**src/common/timer_pkg.sv**
```systemverilog
// Purpose: Shared constants for the dual down-counter timer unit.
// Assumes: APB register word per printed offset; byte address is four times the index.
// Notes: Field positions, codes and reset values live here; the port-level checks repeat some of them as literals.
package timer_pkg;
    // Printed register offsets, kept as word indexes
    localparam logic [23:0] IDX_CNT1 = 24'hFFFF40;
    localparam logic [23:0] IDX_RCA = 24'hFFFF42;
    localparam logic [23:0] IDX_RCB = 24'hFFFF44;
    localparam logic [23:0] IDX_CNT2 = 24'hFFFF46;
    localparam logic [23:0] IDX_PRESC = 24'hFFFF48;
    localparam logic [23:0] IDX_CSEL = 24'hFFFF4A;
    localparam logic [23:0] IDX_CTRL = 24'hFFFF4C;
    localparam logic [23:0] IDX_ICTL = 24'hFFFF4E;
    localparam logic [23:0] IDX_ICLR = 24'hFFFF50;

    // Mode control fields
    localparam int MODE_LSB = 0;
    localparam int A_EDGE_BIT = 2;
    localparam int B_EDGE_BIT = 3;
    localparam int A_EN_BIT = 4;
    localparam int B_EN_BIT = 5;
    localparam int A_OUT_BIT = 6;
    localparam int TIMER_EN_BIT = 7;

    // Operating modes
    localparam logic [1:0] MODE_PWM = 2'h0;
    localparam logic [1:0] MODE_DUAL_CAP = 2'h1;
    localparam logic [1:0] MODE_DUAL_TIMER = 2'h2;
    localparam logic [1:0] MODE_SINGLE_CAP = 2'h3;

    // Counter clock select codes
    localparam logic [2:0] CSEL_NONE = 3'h0;
    localparam logic [2:0] CSEL_PRESCALED = 3'h1;
    localparam logic [2:0] CSEL_EXT_EVENT = 3'h2;
    localparam logic [2:0] CSEL_PULSE_ACC = 3'h3;
    localparam logic [2:0] CSEL_SLOW = 3'h4;
    localparam int CSEL2_LSB = 3;

    // Interrupt control fields: pending low nibble, enables high nibble
    localparam int IRQ_A = 0;
    localparam int IRQ_B = 1;
    localparam int IRQ_C = 2;
    localparam int IRQ_D = 3;
    localparam int IRQ_EN_LSB = 4;

    // Reset values and constants
    localparam logic [7:0] CTRL_RESET = 8'h00;
    localparam logic [2:0] CSEL_RESET = 3'h0;
    localparam logic [4:0] PRESC_RESET = 5'h00;
    localparam logic [3:0] IRQ_RESET = 4'h0;
    localparam logic [15:0] COUNT_RESET = 16'h0000;
    localparam logic [15:0] ALL_ONES = 16'hFFFF;
endpackage : timer_pkg

```
**src/core/pin_edge_detect.sv**
```systemverilog
// Purpose: Synchronise one pin and flag its selected edge.
// Assumes: Pin is asynchronous to pclk; pulses last at least one pclk cycle.
// Notes: Edge pulse is one cycle wide, one to two cycles after the pin moves.
`timescale 1ns/100ps
module pin_edge_detect (
    input wire logic pclk,
    input wire logic presetn,
    input wire logic pin_in,
    input wire logic rising_sel,
    output logic level,
    output logic edge_pulse
);
    logic sync1_q;
    logic sync2_q;
    logic prev_q;

    // Two-stage synchroniser and history bit
    always_ff @(posedge pclk or negedge presetn) begin
        if (!presetn) begin
            sync1_q <= 1'b0;
            sync2_q <= 1'b0;
            prev_q <= 1'b0;
        end else begin
            sync1_q <= pin_in;
            sync2_q <= sync1_q;
            prev_q <= sync2_q;
        end
    end

    // Edge of the chosen polarity
    assign level = sync2_q;
    assign edge_pulse = rising_sel ? (sync2_q & ~prev_q) : (~sync2_q & prev_q);
endmodule : pin_edge_detect

```
**src/core/dual_counter_timer.sv**
```systemverilog
// Purpose: Dual 16-bit down-counter timer with capture, reload and toggle output.
// Assumes: APB3 slave, zero wait states; pins asynchronous to pclk.
// Notes: Slow clock arrives as a pin and is sampled like the others.
`timescale 1ns/100ps

// Summary of operation
// - Dual capture: counter_one counts down; timer_a_pin edge captures into reload_capture_a.
// - Dual capture: timer_b_pin edge captures counter_one into reload_capture_b; per-pin polarity.
// - With preset enabled, capture stores the count, then counter becomes all ones.
// - Dual capture: pin A edge, pin B edge, counter_one underflow each interrupt.
// - Dual capture: counter_two is a plain down timer, interrupt on underflow.
// - Capture modes: event or pulse accumulate clock selection leaves counter stopped.
// - Dual timer: counter_one reloads from reload_capture_a; toggles pin A on underflow.
// - Dual timer and single capture: pin A low-to-high toggle sets pending flag.
// - Dual timer: counter_two reloads from reload_capture_b, sets irq_d_pending on underflow.
// - Dual timer: either counter may use timer_b_pin event, accumulate or prescaled clock.
// - Single capture: timer_b_pin edge captures counter_two, optional preset to all ones.
// - Single capture: pin B edge and counter_two underflow each have pending bits.
// - Four sources; A, B, C drive first interrupt, D drives second.
// - PWM sets irq_b_pending on reload from B; otherwise on pin B capture.
// - Toggle output starts from pin_a_output_level; not in dual capture mode.
// - Dual capture: pin_a_enable decides whether pin A edge also presets counter_one.
// - PWM and dual timer: timer_b_pin is only an event or accumulate input.
// - Two-bit mode_select picks PWM, dual capture, dual timer or single capture.
// - Edge polarity bit clear means falling edges, set means rising edges.
// - Clock select codes 1 to 4 start the counter (2 and 3 not in capture modes); CSEL_NONE and unlisted codes stop it.
module dual_counter_timer (
    input wire logic pclk,
    input wire logic presetn,
    input wire logic psel,
    input wire logic penable,
    input wire logic pwrite,
    input wire logic [31:0] paddr,
    input wire logic [31:0] pwdata,
    output logic [31:0] prdata,
    output logic pready,
    output logic pslverr,
    input wire logic timer_a_pin_in,
    output logic timer_a_pin_out,
    output logic timer_a_pin_oe,
    input wire logic timer_b_pin_in,
    input wire logic slow_clk_in,
    output logic first_timer_system_irq,
    output logic second_timer_system_irq
);
    // Byte address of a printed register index
    function automatic logic [31:0] byte_addr(input logic [23:0] idx);
        byte_addr = {6'h00, idx, 2'h0};
    endfunction : byte_addr

    // Counting strobe for one counter from its clock select code
    function automatic logic count_tick(
        input logic [2:0] sel,
        input logic capture_use,
        input logic pre,
        input logic ext,
        input logic acc_level,
        input logic slow
    );
        case (sel)
            timer_pkg::CSEL_PRESCALED: count_tick = pre;
            timer_pkg::CSEL_EXT_EVENT: count_tick = ~capture_use & ext;
            timer_pkg::CSEL_PULSE_ACC: count_tick = ~capture_use & pre & acc_level;
            timer_pkg::CSEL_SLOW: count_tick = slow;
            default: count_tick = 1'b0;
        endcase
    endfunction : count_tick

    logic [15:0] cnt1_q;
    logic [15:0] cnt2_q;
    logic [15:0] rca_q;
    logic [15:0] rcb_q;
    logic [4:0] presc_q;
    logic [4:0] presc_cnt_q;
    logic [2:0] csel1_q;
    logic [2:0] csel2_q;
    logic [7:0] ctrl_q;
    logic out_level_q;
    logic [3:0] irq_en_q;
    logic [3:0] irq_pend_q;
    logic reload_b_next_q;
    logic [31:0] prdata_q;
    logic [31:0] rdata_d;
    logic [3:0] pend_set;
    logic [3:0] pend_clr;

    logic ta_level;
    logic ta_edge;
    logic tb_level;
    logic tb_edge;
    logic slow_edge;
    logic wr;
    logic hit_any;
    logic wr_cnt1;
    logic wr_cnt2;
    logic wr_rca;
    logic wr_rcb;
    logic wr_presc;
    logic wr_csel;
    logic wr_ctrl;
    logic wr_ictl;
    logic wr_iclr;
    logic [1:0] mode;
    logic timer_on;
    logic capture_use;
    logic pre_tick;
    logic tb_active;
    logic tick1;
    logic tick2;
    logic uf1;
    logic uf2;
    logic cap_a;
    logic cap_b1;
    logic cap_b2;
    logic preset1;
    logic preset2;
    logic toggle_use;
    logic toggle;
    logic rise_toggle;
    logic reload_a_evt;
    logic reload_b_evt;

    // Pin synchronisers and edge detectors
    pin_edge_detect u_pin_a (
        .pclk(pclk),
        .presetn(presetn),
        .pin_in(timer_a_pin_in),
        .rising_sel(ctrl_q[timer_pkg::A_EDGE_BIT]),
        .level(ta_level),
        .edge_pulse(ta_edge)
    );

    pin_edge_detect u_pin_b (
        .pclk(pclk),
        .presetn(presetn),
        .pin_in(timer_b_pin_in),
        .rising_sel(ctrl_q[timer_pkg::B_EDGE_BIT]),
        .level(tb_level),
        .edge_pulse(tb_edge)
    );

    pin_edge_detect u_slow (
        .pclk(pclk),
        .presetn(presetn),
        .pin_in(slow_clk_in),
        .rising_sel(1'b1),
        .level(),
        .edge_pulse(slow_edge)
    );

    // APB decode, zero wait states
    assign wr = psel & penable & pwrite;
    assign wr_cnt1 = wr && paddr == byte_addr(timer_pkg::IDX_CNT1);
    assign wr_cnt2 = wr && paddr == byte_addr(timer_pkg::IDX_CNT2);
    assign wr_rca = wr && paddr == byte_addr(timer_pkg::IDX_RCA);
    assign wr_rcb = wr && paddr == byte_addr(timer_pkg::IDX_RCB);
    assign wr_presc = wr && paddr == byte_addr(timer_pkg::IDX_PRESC);
    assign wr_csel = wr && paddr == byte_addr(timer_pkg::IDX_CSEL);
    assign wr_ctrl = wr && paddr == byte_addr(timer_pkg::IDX_CTRL);
    assign wr_ictl = wr && paddr == byte_addr(timer_pkg::IDX_ICTL);
    assign wr_iclr = wr && paddr == byte_addr(timer_pkg::IDX_ICLR);
    assign pready = 1'b1;
    assign pslverr = psel & penable & ~hit_any;
    assign prdata = prdata_q;

    // Read mux; clear register reads as zero
    always_comb begin
        hit_any = 1'b1;
        rdata_d = 32'h0000_0000;
        if (paddr == byte_addr(timer_pkg::IDX_CNT1)) begin
            rdata_d = {16'h0000, cnt1_q};
        end else if (paddr == byte_addr(timer_pkg::IDX_RCA)) begin
            rdata_d = {16'h0000, rca_q};
        end else if (paddr == byte_addr(timer_pkg::IDX_RCB)) begin
            rdata_d = {16'h0000, rcb_q};
        end else if (paddr == byte_addr(timer_pkg::IDX_CNT2)) begin
            rdata_d = {16'h0000, cnt2_q};
        end else if (paddr == byte_addr(timer_pkg::IDX_PRESC)) begin
            rdata_d = {27'h0000000, presc_q};
        end else if (paddr == byte_addr(timer_pkg::IDX_CSEL)) begin
            rdata_d = {26'h0000000, csel2_q, csel1_q};
        end else if (paddr == byte_addr(timer_pkg::IDX_CTRL)) begin
            rdata_d = {24'h000000, ctrl_q[7], out_level_q, ctrl_q[5:0]};
        end else if (paddr == byte_addr(timer_pkg::IDX_ICTL)) begin
            rdata_d = {24'h000000, irq_en_q, irq_pend_q};
        end else if (paddr != byte_addr(timer_pkg::IDX_ICLR)) begin
            hit_any = 1'b0;
        end
    end

    // Read data captured in the setup phase
    always_ff @(posedge pclk or negedge presetn) begin
        if (!presetn) begin
            prdata_q <= 32'h0000_0000;
        end else if (psel && !penable) begin
            prdata_q <= rdata_d;
        end
    end

    // Mode and event decode
    assign mode = ctrl_q[timer_pkg::MODE_LSB +: 2];
    assign timer_on = ctrl_q[timer_pkg::TIMER_EN_BIT];
    assign capture_use = mode == timer_pkg::MODE_DUAL_CAP || mode == timer_pkg::MODE_SINGLE_CAP;
    assign pre_tick = timer_on && presc_cnt_q == 5'h00;
    assign tb_active = ctrl_q[timer_pkg::B_EDGE_BIT] ? tb_level : ~tb_level;
    assign tick1 = timer_on && count_tick(csel1_q, capture_use, pre_tick, tb_edge, tb_active, slow_edge);
    assign tick2 = timer_on && count_tick(csel2_q, capture_use, pre_tick, tb_edge, tb_active, slow_edge);
    assign uf1 = tick1 && cnt1_q == 16'h0000;
    assign uf2 = tick2 && cnt2_q == 16'h0000;
    assign cap_a = timer_on && mode == timer_pkg::MODE_DUAL_CAP && ta_edge;
    assign cap_b1 = timer_on && mode == timer_pkg::MODE_DUAL_CAP && tb_edge;
    assign cap_b2 = timer_on && mode == timer_pkg::MODE_SINGLE_CAP && tb_edge;
    assign preset1 = (cap_a && ctrl_q[timer_pkg::A_EN_BIT]) || (cap_b1 && ctrl_q[timer_pkg::B_EN_BIT]);
    assign preset2 = cap_b2 && ctrl_q[timer_pkg::B_EN_BIT];
    assign toggle_use = mode != timer_pkg::MODE_DUAL_CAP && ctrl_q[timer_pkg::A_EN_BIT];
    assign toggle = uf1 && toggle_use;
    assign rise_toggle = toggle && !out_level_q && (mode == timer_pkg::MODE_DUAL_TIMER ||
        mode == timer_pkg::MODE_SINGLE_CAP);
    assign reload_b_evt = uf1 && mode == timer_pkg::MODE_PWM && reload_b_next_q;
    assign reload_a_evt = uf1 && mode != timer_pkg::MODE_DUAL_CAP && !reload_b_evt;

    // Prescaler divides pclk by value plus one; cleared while disabled
    always_ff @(posedge pclk or negedge presetn) begin
        if (!presetn) begin
            presc_cnt_q <= timer_pkg::PRESC_RESET;
        end else if (!timer_on || presc_cnt_q == 5'h00) begin
            presc_cnt_q <= timer_on ? presc_q : timer_pkg::PRESC_RESET;
        end else begin
            presc_cnt_q <= presc_cnt_q - 5'h01;
        end
    end

    // Control, clock select and interrupt enable registers
    always_ff @(posedge pclk or negedge presetn) begin
        if (!presetn) begin
            ctrl_q <= timer_pkg::CTRL_RESET;
            csel1_q <= timer_pkg::CSEL_RESET;
            csel2_q <= timer_pkg::CSEL_RESET;
            presc_q <= timer_pkg::PRESC_RESET;
            irq_en_q <= timer_pkg::IRQ_RESET;
        end else begin
            if (wr_ctrl) begin
                ctrl_q <= pwdata[7:0];
            end
            if (wr_csel) begin
                csel1_q <= pwdata[2:0];
                csel2_q <= pwdata[timer_pkg::CSEL2_LSB +: 3];
            end
            if (wr_presc) begin
                presc_q <= pwdata[4:0];
            end
            if (wr_ictl) begin
                irq_en_q <= pwdata[timer_pkg::IRQ_EN_LSB +: 4];
            end
        end
    end

    // Output level bit; software write beats hardware toggle
    always_ff @(posedge pclk or negedge presetn) begin
        if (!presetn) begin
            out_level_q <= 1'b0;
        end else if (wr_ctrl) begin
            out_level_q <= pwdata[timer_pkg::A_OUT_BIT];
        end else if (toggle) begin
            out_level_q <= ~out_level_q;
        end
    end

    // Pin A drives only as toggle output while enabled
    assign timer_a_pin_out = out_level_q;
    assign timer_a_pin_oe = timer_on & toggle_use;

    // PWM alternation restarts from A when stopped or out of PWM
    always_ff @(posedge pclk or negedge presetn) begin
        if (!presetn) begin
            reload_b_next_q <= 1'b0;
        end else if (!timer_on || mode != timer_pkg::MODE_PWM || csel1_q == timer_pkg::CSEL_NONE) begin
            reload_b_next_q <= 1'b0;
        end else if (uf1) begin
            reload_b_next_q <= ~reload_b_next_q;
        end
    end

    // Counter one: write, preset, underflow reload, count
    always_ff @(posedge pclk or negedge presetn) begin
        if (!presetn) begin
            cnt1_q <= timer_pkg::COUNT_RESET;
        end else if (wr_cnt1 && timer_on) begin
            cnt1_q <= pwdata[15:0];
        end else if (preset1) begin
            cnt1_q <= timer_pkg::ALL_ONES;
        end else if (reload_b_evt) begin
            cnt1_q <= rcb_q;
        end else if (reload_a_evt) begin
            cnt1_q <= rca_q;
        end else if (uf1) begin
            cnt1_q <= timer_pkg::ALL_ONES;
        end else if (tick1) begin
            cnt1_q <= cnt1_q - 16'h0001;
        end
    end

    // Counter two: write, preset, underflow reload, count
    always_ff @(posedge pclk or negedge presetn) begin
        if (!presetn) begin
            cnt2_q <= timer_pkg::COUNT_RESET;
        end else if (wr_cnt2 && timer_on) begin
            cnt2_q <= pwdata[15:0];
        end else if (preset2) begin
            cnt2_q <= timer_pkg::ALL_ONES;
        end else if (uf2 && mode == timer_pkg::MODE_DUAL_TIMER) begin
            cnt2_q <= rcb_q;
        end else if (uf2) begin
            cnt2_q <= timer_pkg::ALL_ONES;
        end else if (tick2) begin
            cnt2_q <= cnt2_q - 16'h0001;
        end
    end

    // Reload and capture register A
    always_ff @(posedge pclk or negedge presetn) begin
        if (!presetn) begin
            rca_q <= timer_pkg::COUNT_RESET;
        end else if (cap_a) begin
            rca_q <= cnt1_q;
        end else if (wr_rca && timer_on) begin
            rca_q <= pwdata[15:0];
        end
    end

    // Reload and capture register B
    always_ff @(posedge pclk or negedge presetn) begin
        if (!presetn) begin
            rcb_q <= timer_pkg::COUNT_RESET;
        end else if (cap_b1) begin
            rcb_q <= cnt1_q;
        end else if (cap_b2) begin
            rcb_q <= cnt2_q;
        end else if (wr_rcb && timer_on) begin
            rcb_q <= pwdata[15:0];
        end
    end

    // Pending set events per source
    always_comb begin
        pend_set = 4'h0;
        pend_set[timer_pkg::IRQ_A] = (mode == timer_pkg::MODE_PWM && reload_a_evt) || cap_a ||
            rise_toggle;
        pend_set[timer_pkg::IRQ_B] = reload_b_evt || cap_b1 || cap_b2;
        pend_set[timer_pkg::IRQ_C] = mode == timer_pkg::MODE_DUAL_CAP && uf1;
        pend_set[timer_pkg::IRQ_D] = uf2;
        pend_clr = wr_iclr ? pwdata[3:0] : 4'h0;
    end

    // Pending bits; set beats clear, all cleared while disabled
    always_ff @(posedge pclk or negedge presetn) begin
        if (!presetn) begin
            irq_pend_q <= timer_pkg::IRQ_RESET;
        end else if (!timer_on) begin
            irq_pend_q <= timer_pkg::IRQ_RESET;
        end else begin
            irq_pend_q <= (irq_pend_q & ~pend_clr) | pend_set;
        end
    end

    // Sources A to C share one line, D has its own
    assign first_timer_system_irq = |(irq_pend_q[2:0] & irq_en_q[2:0]);
    assign second_timer_system_irq = irq_pend_q[timer_pkg::IRQ_D] & irq_en_q[timer_pkg::IRQ_D];
endmodule : dual_counter_timer

```
**config.mk**
```make
export PLATFORM = sky130hd
export DESIGN_NAME = dual_counter_timer
export DESIGN_NICKNAME = d
export VERILOG_FILES = /design/src/common/timer_pkg.sv /design/src/core/pin_edge_detect.sv /design/src/core/dual_counter_timer.sv
export SDC_FILE = /design/constraint.sdc
export NUM_CORES = 1
export LEC_CHECK = 0
export BUFFER_PORTS_ARGS = -buffer_cell sky130_fd_sc_hd__buf_4
export CORE_MARGIN = 2
export CORE_UTILIZATION = 45
export CTS_CLUSTER_DIAMETER = 30
export DETAILED_ROUTE_END_ITERATION = 10
export PLACE_DENSITY_LB_ADDON = 0.3
export REMOVE_ABC_BUFFERS = 1
export SLEW_MARGIN = 20
export SYNTH_ARGS = -nofsm -noshare
export SYNTH_HDL_FRONTEND = slang
export SYNTH_SLANG_ARGS = --single-unit
```
**constraint.sdc**
```tcl
create_clock -name pclk -period 3.1 [get_ports pclk]
set_input_delay 0.465 -clock pclk [delete_from_list [all_inputs] [get_ports pclk]]
set_output_delay 0.465 -clock pclk [all_outputs]
set_load 0.01 [all_outputs]
```
Yosys cells after proc, flatten, opt, wreduce, memory -nomap -nowiden. Cells that the tools add are included.

Memories kept: 0. Input port bits: 72. ROM bits: 0. Logic and storage cells: 185. Output and inout bits: 38. Bits in writable memories: 0. Bits in latches: 0. Register bits: 139.

Div/mod/pow operators: 0. $lt $le $gt $ge: 0. Multipliers: 0. Add/subtract/negate cells: 3. Bitwise logic cells: 26. Shift-type cells: 0. Muxes and demuxes: 46. Equal/unequal tests: 22. Reduce and logical (&&, ||, !) cells: 65.

Operators with widths (count): $eq 32x26->1 const B (9); $mux 16 (18); $mux 32 (2); $logic_and 1x1->1 (38); $logic_not 16->1 (2); $mux 8 (4); $ne 32x26->1 const B (1); $sub 16x1->16 const B (2); $mux 1 (16); $and 1x1->1 (13); $eq 3x2->1 const B (4); $logic_or 1x1->1 (10); $mux 5 (2); $not 1->1 (9); $mux 4 (2); $pmux 1 s4 (2); $reduce_bool 2->1 (4); $eq 3x1->1 const B (2); $eq 3x3->1 const B (2); $reduce_bool 6->1 (1); $logic_not 5->1 (1); $reduce_bool 5->1 (1); $sub 5x1->5 const B (1); $and 4x4->4 (1); 11 further kinds (15).

Depth between registers and ports, before layout. Gate-level depths: netlist (run 1).

Word-level depth: 17. Depth in mapped cells: 10. Gate-level depth less buffers: 8.

Modules after synthesis. A second synthesis (run 1) with hierarchy kept.

Cell total of the unflattened synthesis: 870. Area total of the unflattened synthesis: 7747.4 um^2.

Modules (own cells, without submodules): dual_counter_timer (times used 1, sequential area each 2827.7 um^2, cells an instance 852, area an instance 7454.6 um^2); pin_edge_detect (times used 3, sequential area each 75.1 um^2, cells an instance 6, area an instance 97.6 um^2).

Worst setup path after synthesis (run 1). OpenSTA, ideal clock, no wires.

Kind: input to register. Start: in paddr[29]. End: reg csel1_q[0]. Stages on the path: 7. Path buffers: 1. Path slack: 0.158 ns. Arrival: 2.817 ns. Setup time: 0.125 ns. Cell sequence: or4_1 > or4_4 > buf_6 > nor4_4 > nand2_2 > nor3_4 > mux2_2.

Word-level cells in the longest chain between the ends: 2.

Ends and longest elaborated chain: start, declared (RTL line dual_counter_timer.sv:33) `input wire logic [31:0] paddr,`; $eq 32x26->1 (RTL line dual_counter_timer.sv:158) `assign wr_csel = wr && paddr == byte_addr(timer_pkg::IDX_CSEL);`; $logic_and 1x1->1 (RTL line dual_counter_timer.sv:158); end signal, assigned (RTL line dual_counter_timer.sv:237) `csel1_q <= timer_pkg::CSEL_RESET;`; end signal, assigned (RTL line dual_counter_timer.sv:246) `csel1_q <= pwdata[2:0];`; end, declared (RTL line dual_counter_timer.sv:75) `logic [2:0] csel1_q;`.

No other way between the ends. A chain may end at the register's enable or synchronous reset.

Worst setup path after layout (run 1).
Start: in paddr[2]. End: out pslverr.

Word-level cells in the longest chain between the ends: 12. Elaborated cells on any way between the ends: 20. Classes of those cells: 9 x eq/ne; 9 x mux; 2 x bitwise.

Ends and longest elaborated chain: $ne 32x26->1 (RTL line dual_counter_timer.sv:186) `end else if (paddr != byte_addr(timer_pkg::IDX_ICLR)) begin`; $mux 1 (RTL line dual_counter_timer.sv:186); $mux 1 (RTL line dual_counter_timer.sv:184) `end else if (paddr == byte_addr(timer_pkg::IDX_ICTL)) begin`; $mux 1 (RTL line dual_counter_timer.sv:182) `end else if (paddr == byte_addr(timer_pkg::IDX_CTRL)) begin`; $mux 1 (RTL line dual_counter_timer.sv:180) `end else if (paddr == byte_addr(timer_pkg::IDX_CSEL)) begin`; $mux 1 (RTL line dual_counter_timer.sv:178) `end else if (paddr == byte_addr(timer_pkg::IDX_PRESC)) begin`; $mux 1 (RTL line dual_counter_timer.sv:176) `end else if (paddr == byte_addr(timer_pkg::IDX_CNT2)) begin`; $mux 1 (RTL line dual_counter_timer.sv:174) `end else if (paddr == byte_addr(timer_pkg::IDX_RCB)) begin`; $mux 1 (RTL line dual_counter_timer.sv:172) `end else if (paddr == byte_addr(timer_pkg::IDX_RCA)) begin`; $mux 1 (*) (RTL line dual_counter_timer.sv:170) `if (paddr == byte_addr(timer_pkg::IDX_CNT1)) begin`; $not 1->1 (*) (RTL line dual_counter_timer.sv:163) `assign pslverr = psel & penable & ~hit_any;`; $and 1x1->1 (*) (RTL line dual_counter_timer.sv:163); end, declared (RTL line dual_counter_timer.sv:37) `output logic pslverr,`.

Every way passes the cells marked *; elsewhere a longest branch is shown, timed or not.

==> flow_summary.json, run 1 <==
{
  "status": "complete, no violations",
  "post-route-cell-area_sq_um": 9706,
  "portBuffers": 76,
  "viasPerCell": 6.498,
  "min_period_over_period_pct": 96.75,
  "grt_pass1_wl_microns": 41430,
  "power.density_cell_area_nw_per_um2": 420.0,
  "drive_gt1_share_pct": 26.85,
  "drv_slew": 0,
  "synth_area_leaders": "dfrtp_1 (39%), a21oi_1 (4.3%), mux2i_1 (3.9%)",
  "place_congestion": 0.9769,
  "synth_top_flop_cell": "dfrtp_1",
  "ys_warn_count": 0,
  "cp_top_family": "simple AND/OR/NAND/NOR gates",
  "finalPower_mw": 4.076,
  "boundaryPins": 110,
  "dieArea_sq_um": 18570,
  "fin_nets": 1024,
  "crit_fanout": 9,
  "grt_pass1_vias": 7344,
  "die_y_microns": 136.3,
  "avgSynthCellArea_sq_um": 9.340,
  "rrSetupSlack_ns": 0.16,
  "synth.distinct_cells": 78,
  "fp.dieW_microns": 136.3,
  "cts_tree": "done",
  "path_class": "input port to primary output",
  "finalCriticalPeriod_ns": 2.999,
  "cts.reportedPaths.clkPinSlew_ns": 0.06,
  "synth.most_common_cell": "dfrtp_1",
  "crit_arrival_ns": 2.53,
  "setup_viol": 0,
  "max_freq_mhz": 333.4,
  "cts_max_level": 4,
  "ys_async_sr_fraction_pct": 100.0,
  "rows": 48,
  "slowest_stage": "or4b_2",
  "clock-root-buffer": "clkbuf_16",
  "num_vias": 7707,
  "start_kind": "input port",
  "fillers": 1534,
  "cts_buffers": 17,
  "gr-usage-all-layers_pct": 29.57,
  "cts.sinks": 122,
  "wl_microns": 26800,
  "synth_cells": 843,
  "drtIter0Drc": 1064,
  "hold_violations": 0,
  "postLayoutCoreUtil_pct": 56.51,
  "reg2reg_depth": 7,
  "crit_path_end_kind": "primary output",
  "max-vdd-ir-drop_uv": 356.3,
  "cts_setup_buffers": 0,
  "critPathMostFrequentCell": "buf_4",
  "slowest_delay_ns": 0.70,
  "seq_area_frac_synth_pct": 38.77,
  "drtAntennaViolNets": 0,
  "cp_cell_sequence": "buf_4 -> or4b_2 -> or2_2 -> or3_1 -> nor3_1 -> nor4_1 -> buf_4",
  "worstSetupPathDepth": 7,
  "synth_edf_count": 0,
  "tightest_slew_ns": 0.9873,
  "grt_remaining_overflow": 0,
  "netlist_area_sq_um": 7874,
  "p_leak_nw": 4.300,
  "antenna_found_initial": 0,
  "syn2layout_area_growth_pct": 23.26,
  "hold_buffers": 0,
  "synth_common_cells": "dfrtp_1 (122), a21oi_1 (68), nor2_1 (52), o21ai_0 (52), nand2_1 (51)",
  "maxCapViolCount": 0,
  "slew_headroom_pct": 33.78,
  "cp.required_ns": 2.63,
  "clk-insertion-delay-late_ns": 0.43,
  "drc": 0,
  "netlist.top_cell.by_area": "dfrtp_1",
  "avgRoutedWirePerCell_microns": 22.60,
  "min-delay-path-class": "input port to asynchronous set/reset pin",
  "rsz0062_at_grt": "false",
  "n_antenna_cell": 0,
  "fin_skew_ns": 0.006226,
  "start_util_pct": 45.84,
  "placed_area_sq_um": 9045,
  "core_sq_um": 17180,
  "dr.pass1.iters": 6,
  "dp_hpwl_microns": 19050,
  "synth_top_area_share_pct": 38.77,
  "cts.repair.resized": 0,
  "clk_path_buf_depth": 2,
  "grt_max_degree": 55,
  "path_buf_inv": 2,
  "ys_seq_elements": 122
}
## registers in the layout, summed over array words and instances (netlist names), 3 cells and up
register and flops:
csel2_q 3, rcb_q 16, prdata 16, irq_pend_q 4, presc_cnt_q 5, csel1_q 3, ctrl_q 7, irq_en_q 4
cnt2_q 16, cnt1_q 16, presc_q 5, rca_q 16
## worst reg2reg max path, stage by stage, from the launching register on
cell	delay, ns
dfrtp_1	0.43
or3b_1	0.41
a2111oi_2	0.49
o311ai_2	0.21
or4_1	0.58
buf_4	0.25
o22a_1	0.22
o221a_2	0.22
## power by group
group / total, mW / switching, mW / internal, mW
clock: 2.22 / 0.757 / 1.47
sequential: 1.62 / 0.00851 / 1.61
combinational: 0.234 / 0.140 / 0.0942
total: 4.08 / 0.906 / 3.17
## stage by stage
stage                     setup TNS (ns)  cells  setup WS (ns)  hold WS, ns
after global placement                 0   1154        0.01929       0.3332
after detailed placement         -0.2724   1154       -0.02747       0.3356
after CTS                              0   1186        0.04514      0.06360
final                                  0   1186         0.1008      0.05399
after floorplan                   -32.39    781         -1.093       0.1694
after global routing                   0   1186        0.03700      0.09851
## worst paths after layout
check,startpoint,end
max,paddr[2],pslverr
min,presetn,u_slow.sync1_q
max in group asynchronous,presetn,rcb_q[13]
max reg2reg,ctrl_q[3],cnt2_q[5]
min reg2reg,u_pin_b.sync1_q,u_pin_b.level
min in group pclk,timer_b_pin_in,u_pin_b.sync1_q
## per-layer routing
metal | vias to the layer above | part of all wire (%) | track usage (%)
met2 | 516 | 45 | 45.37
met5 | - | 0 | 0
met3 | 77 | 10 | 7.457
met1 | 3740 | 41 | 40.12
li1 | 3374 | - | -
met4 | 0 | 3.3 | 11.52
## cells in the final DEF (no fill, tap or decap), drive strengths merged, types with 12 or more instances in the layout
master,synthesis,final
o22ai,12,12
or4,15,15
mux2i,31,31
nor4,21,21
conb,2,17
mux2,27,27
nand3,16,16
nand2,52,52
nor3,19,19
xor2,14,14
inv,17,17
nor2,53,53
nand2b,25,25
nand4,14,14
a21oi,68,68
clkbuf,45,21
xnor2,18,18
o21ai,56,56
o21a,14,14
o221a,16,16
buf,32,148
dfrtp,122,122
## cell type report
type                            count  area (sq um)  area share [%]
Multi-Input combinational cell    642          4468           46.04
Clock inverter                     11         192.7           1.985
Timing Repair Buffer              148          1186           12.22
Clock buffer                       21         460.4           4.744
Sequential cell                   122          3053           31.46
Inverter                           17         63.81          0.6575
Tap cell                          225         281.5           2.901
## logic make-up after synthesis
kind of cell | after synthesis | synth area share (%)
simple gates | 256 | 19.42
flops | 122 | 38.77
fa+ha+maj | 4 | 0.6357
mux | 59 | 8.088
other cells | 2 | 0.09538
compound gates | 274 | 23.85
xor+xnor | 32 | 3.560
buf+inv | 94 | 5.577
(Power assumes the default switching activity.)
==> inputs of run 2 (changes only) <==
CTS_BUF_LIST = sky130_fd_sc_hd__clkbuf_8   (was not set)
==> flow_summary.json, run 2 (synthesis gave the netlist of run 1 again) <==
{
  "num_vias": 7652,
  "hold_violations": 0,
  "wl_microns": 26650,
  "fin_nets": 1024,
  "cts.sinks": 122,
  "drtIter0Drc": 1064,
  "dieArea_sq_um": 18570,
  "drtAntennaViolNets": 0,
  "gr-usage-all-layers_pct": 29.51,
  "core_sq_um": 17180,
  "die_y_microns": 136.3,
  "min-delay-path-class": "input port to asynchronous set/reset pin",
  "power.density_cell_area_nw_per_um2": 371.2,
  "n_antenna_cell": 0,
  "clk-insertion-delay-late_ns": 0.46,
  "boundaryPins": 110,
  "critPathLaunch": "paddr[2]",
  "hold_buffers": 0,
  "grt_remaining_overflow": 0,
  "clk_path_buf_depth": 2,
  "crit_path_end_kind": "primary output",
  "portBuffers": 76,
  "use_met2_pct": 45.39,
  "antenna_found_initial": 0,
  "path_class": "input port to primary output",
  "p_leak_nw": 4.221,
  "cts_max_level": 4,
  "slew_headroom_pct": 34.30,
  "rsz0062_at_grt": "false",
  "min_period_over_period_pct": 97.27,
  "cp.required_ns": 2.63,
  "maxCapViolCount": 0,
  "viasPerCell": 6.452,
  "crit_fanout": 9,
  "setup_tns_ns": 0,
  "layout_common_cells": "buf_4 (142), dfrtp_1 (122), a21oi_1 (65)",
  "cts_buffers": 17,
  "status": "complete, no violations",
  "max_freq_mhz": 331.6,
  "drc": 0,
  "syn2layout_area_growth_pct": 20.83,
  "grt_pass1_vias": 7339,
  "rows": 48,
  "grt_use_met1_pct": 39.83,
  "dp_hpwl_microns": 19050,
  "placedCellCount": 1154,
  "avgRoutedWirePerCell_microns": 22.47,
  "grtUsageMet3_pct": 7.383,
  "final_common_cell": "buf_4",
  "fin_cells": 1186,
  "dr.pass1.iters": 5,
  "max-vdd-ir-drop_uv": 262.1,
  "cts_tree": "done",
  "setup_viol": 0,
  "grt_max_degree": 55,
  "r2r-start": "u_pin_b.level",
  "grt_pass1_wl_microns": 41230,
  "crit_arrival_ns": 2.55,
  "drive_gt1_share_pct": 26.85,
  "start_util_pct": 45.84,
  "place_congestion": 0.9769,
  "fin_skew_ns": 0.009484,
  "drv_slew": 0,
  "start_kind": "input port",
  "clock-root-buffer": "clkbuf_8",
  "fp.dieW_microns": 136.3,
  "top_usage_layer": "met2",
  "cts.reportedPaths.clkPinSlew_ns": 0.07,
  "finalPower_mw": 3.532,
  "tightest_slew_ns": 0.9795,
  "finalCriticalPeriod_ns": 3.015
}
run 2: path summary, 6_finish.rpt:
kind | end | slack [ns] | cells past startpoint
max | pslverr | 0.08 | 7
min | u_slow.sync1_q | 0.01 | 1
max reg2reg | cnt2_q[13] | 0.16 | 7
min reg2reg | u_pin_b.level | 0.35 | 0
max in group asynchronous | rcb_q[13] | 2.27 | 2
min in group pclk | u_pin_b.sync1_q | 0.11 | 1
run 2: layout make-up:
class	instances	area, sq um
clock inverter	13	200.2
multi-input combinational	642	4468
tap	225	281.5
clock buffer	19	261.5
timing repair buffer	148	1186
fill	1570	7662
sequential	122	3053
inverter	17	63.81
run 2: worst max-delay path, stage by stage:
cell and delay [ns]:
buf_4 0.10, or4b_2 0.70, or2_2 0.42, or3_1 0.36
nor3_1 0.23, nor4_1 0.10, buf_4 0.17
run 2: what timing repair did:
item / in CTS / in global routing
resized for setup: 0 / 1
setup buffers: 0 / 0
endpoints found under the setup margin: 0 / 4
hold endpoints to repair: 0 / 0
run 2: where the power goes:
group | internal [mW] | switching (mW) | total, mW
clock network | 0.993 | 0.691 | 1.68
logic | 0.0942 | 0.139 | 0.234
registers | 1.61 | 0.00866 | 1.61
run 2: metal layers:
layer  share of wire, %  vias to the layer above  wire (microns)
met3                9.8                       72            2604
met1                 42                     3746           11160
met5                  0                        -               0
met2                 45                      457           12040
li1                   -                     3377               -
met4                3.2                        0             848
run 2: stage by stage:
step / instance area (sq um) / util (%) / setup WS (ns) / hold WS [ns]
2_1_floorplan: 7555 / - / -1.093 / 0.1694
3_3_place_gp: 9045 / 52.66 / 0.01929 / 0.3332
3_5_place_dp: 9045 / 52.66 / -0.02747 / 0.3356
4_1_cts: 9507 / 55.35 / 0.04514 / 0.01742
5_1_grt: 9514 / 55.39 / 0.03700 / 0.05587
6_report: 9514 / 55.39 / 0.08471 / 0.01448
==> inputs of run 3 (changes only) <==
CORE_MARGIN = 5   (was 2)
==> flow_summary.json, run 3 (synthesis gave the netlist of run 1 again) <==
{
  "dp_hpwl_microns": 19490,
  "n_antenna_cell": 0,
  "placedCellCount": 1151,
  "cp_cell_sequence": "or3b_1 -> a2111oi_2 -> o311ai_1 -> or4_1 -> buf_4 -> o22a_1 -> o221a_2",
  "power.density_cell_area_nw_per_um2": 350.5,
  "portBuffers": 76,
  "boundaryPins": 110,
  "clk_path_buf_depth": 2,
  "fin_nets": 1021,
  "min_period_over_period_pct": 96.60,
  "fin_cells": 1183,
  "cts_max_level": 4,
  "p_leak_nw": 4.159,
  "path_class": "register to register",
  "cts_setup_buffers": 0,
  "gr-usage-all-layers_pct": 26.51,
  "setup_viol": 0,
  "num_vias": 7556,
  "crit_fanout": 16,
  "path_buf_inv": 1,
  "clk-insertion-delay-late_ns": 0.45,
  "finalCriticalPeriod_ns": 2.995,
  "drv_slew": 0,
  "final_common_cell": "buf_4",
  "fillers": 1569,
  "postLayoutCoreUtil_pct": 54.41,
  "drc": 0,
  "cts_buffers": 17,
  "wl_microns": 26820,
  "die_y_microns": 142.3,
  "max_freq_mhz": 333.9,
  "drtAntennaViolNets": 0,
  "clock-root-buffer": "clkbuf_8",
  "dieArea_sq_um": 20240,
  "dr.pass1.iters": 7,
  "crit_path_end_kind": "register",
  "layout_common_cells": "buf_4 (143), dfrtp_1 (122), a21oi_1 (65)",
  "slew_headroom_pct": 27.71,
  "crit_arrival_ns": 3.33,
  "cts_tree": "done",
  "drtIter0Drc": 956,
  "syn2layout_area_growth_pct": 19.10,
  "cts.reportedPaths.clkPinSlew_ns": 0.07,
  "cp.required_ns": 3.44,
  "viasPerCell": 6.387,
  "grt_pass1_vias": 7255,
  "grt_pass1_wl_microns": 41440,
  "fin_skew_ns": 0.008521,
  "grt_remaining_overflow": 0,
  "start_util_pct": 45.68,
  "maxCapViolCount": 0,
  "slowest_delay_ns": 0.52,
  "pre_cts_ws_ns": 0.03112,
  "min-delay-path-class": "input port to asynchronous set/reset pin",
  "slowest_stage": "or4_1",
  "max-vdd-ir-drop_uv": 238.8,
  "start_kind": "register",
  "worst_slack_ns": 0.1053,
  "rsz0062_at_grt": "false",
  "rows": 48,
  "cts.sinks": 122,
  "cp_top_family": "compound AO/OA/AOI/OAI gates",
  "grt_max_degree": 48,
  "fp.dieW_microns": 142.3,
  "tightest_slew_ns": 1.078,
  "antenna_found_initial": 0,
  "place_congestion": 0.9311,
  "hold_violations": 0,
  "setup_tns_ns": 0,
  "status": "complete, no violations",
  "avgRoutedWirePerCell_microns": 22.67,
  "drive_gt1_share_pct": 26.62,
  "core_sq_um": 17240
}
run 3: cell types whose count changed in the layout (fill, tap and decap cells not counted), sizes merged:
cell | previous run | this run
buf | 148 | 145
bufinv | 5 | 2
clkinvlp | 2 | 4
clkbuf | 19 | 20
run 3: worst register-to-register path: stages, from the launching register on:
cell and delay, ns:
dfrtp_1 0.44, or3b_1 0.48, a2111oi_2 0.47, o311ai_1 0.28, or4_1 0.52, buf_4 0.22
o22a_1 0.24, o221a_2 0.23
run 3: power breakdown:
part	switching (mW)	internal [mW]
combinational	0.141	0.0934
sequential	0.00847	1.61
clock	0.668	0.771
run 3: per-layer routing:
metal / part of all wire [%] / vias to the layer above / global-route usage (%)
li1: - / 3377 / -
met1: 42 / 3640 / 36.96
met2: 45 / 451 / 40.50
met3: 10 / 88 / 5.679
met4: 3.4 / 0 / 10.25
met5: 0 / - / 0
run 3: final timing paths:
kind	start	end	slack, ns	depth (start not counted)
min	presetn	u_slow.sync1_q	0.03	1
max reg2reg	ctrl_q[3]	cnt2_q[7]	0.11	7
min reg2reg	u_pin_b.sync1_q	u_pin_b.level	0.35	0
min in group pclk	timer_a_pin_in	u_pin_a.sync1_q	0.12	1
max	ctrl_q[3]	cnt2_q[7]	0.11	7
max in group asynchronous	presetn	cnt1_q[6]	2.30	2
run 3: layout make-up:
class	instances	area, sq um	area share (%)
sequential	122	3053	32.56
tap	225	281.5	3.002
timing repair buffer	145	1114	11.87
clock buffer	20	275.3	2.935
inverter	17	63.81	0.6805
clock inverter	12	125.1	1.334
multi-input combinational	642	4466	47.62
run 3: what timing repair did:
action,4_1_cts,5_1_grt
setup endpoints to repair,0,1
gates resized for setup,0,1
hold buffers,0,0
run 3: per-stage QoR:
step	area (sq um)	hold WS (ns)	power [mW]
after detailed placement	8972	0.3347	1.879
after global routing	9378	0.07516	3.411
after CTS	9373	0.04328	3.305
final	9378	0.03270	3.287
after floorplan	7555	0.1694	1.716
after global placement	8972	0.3338	1.875
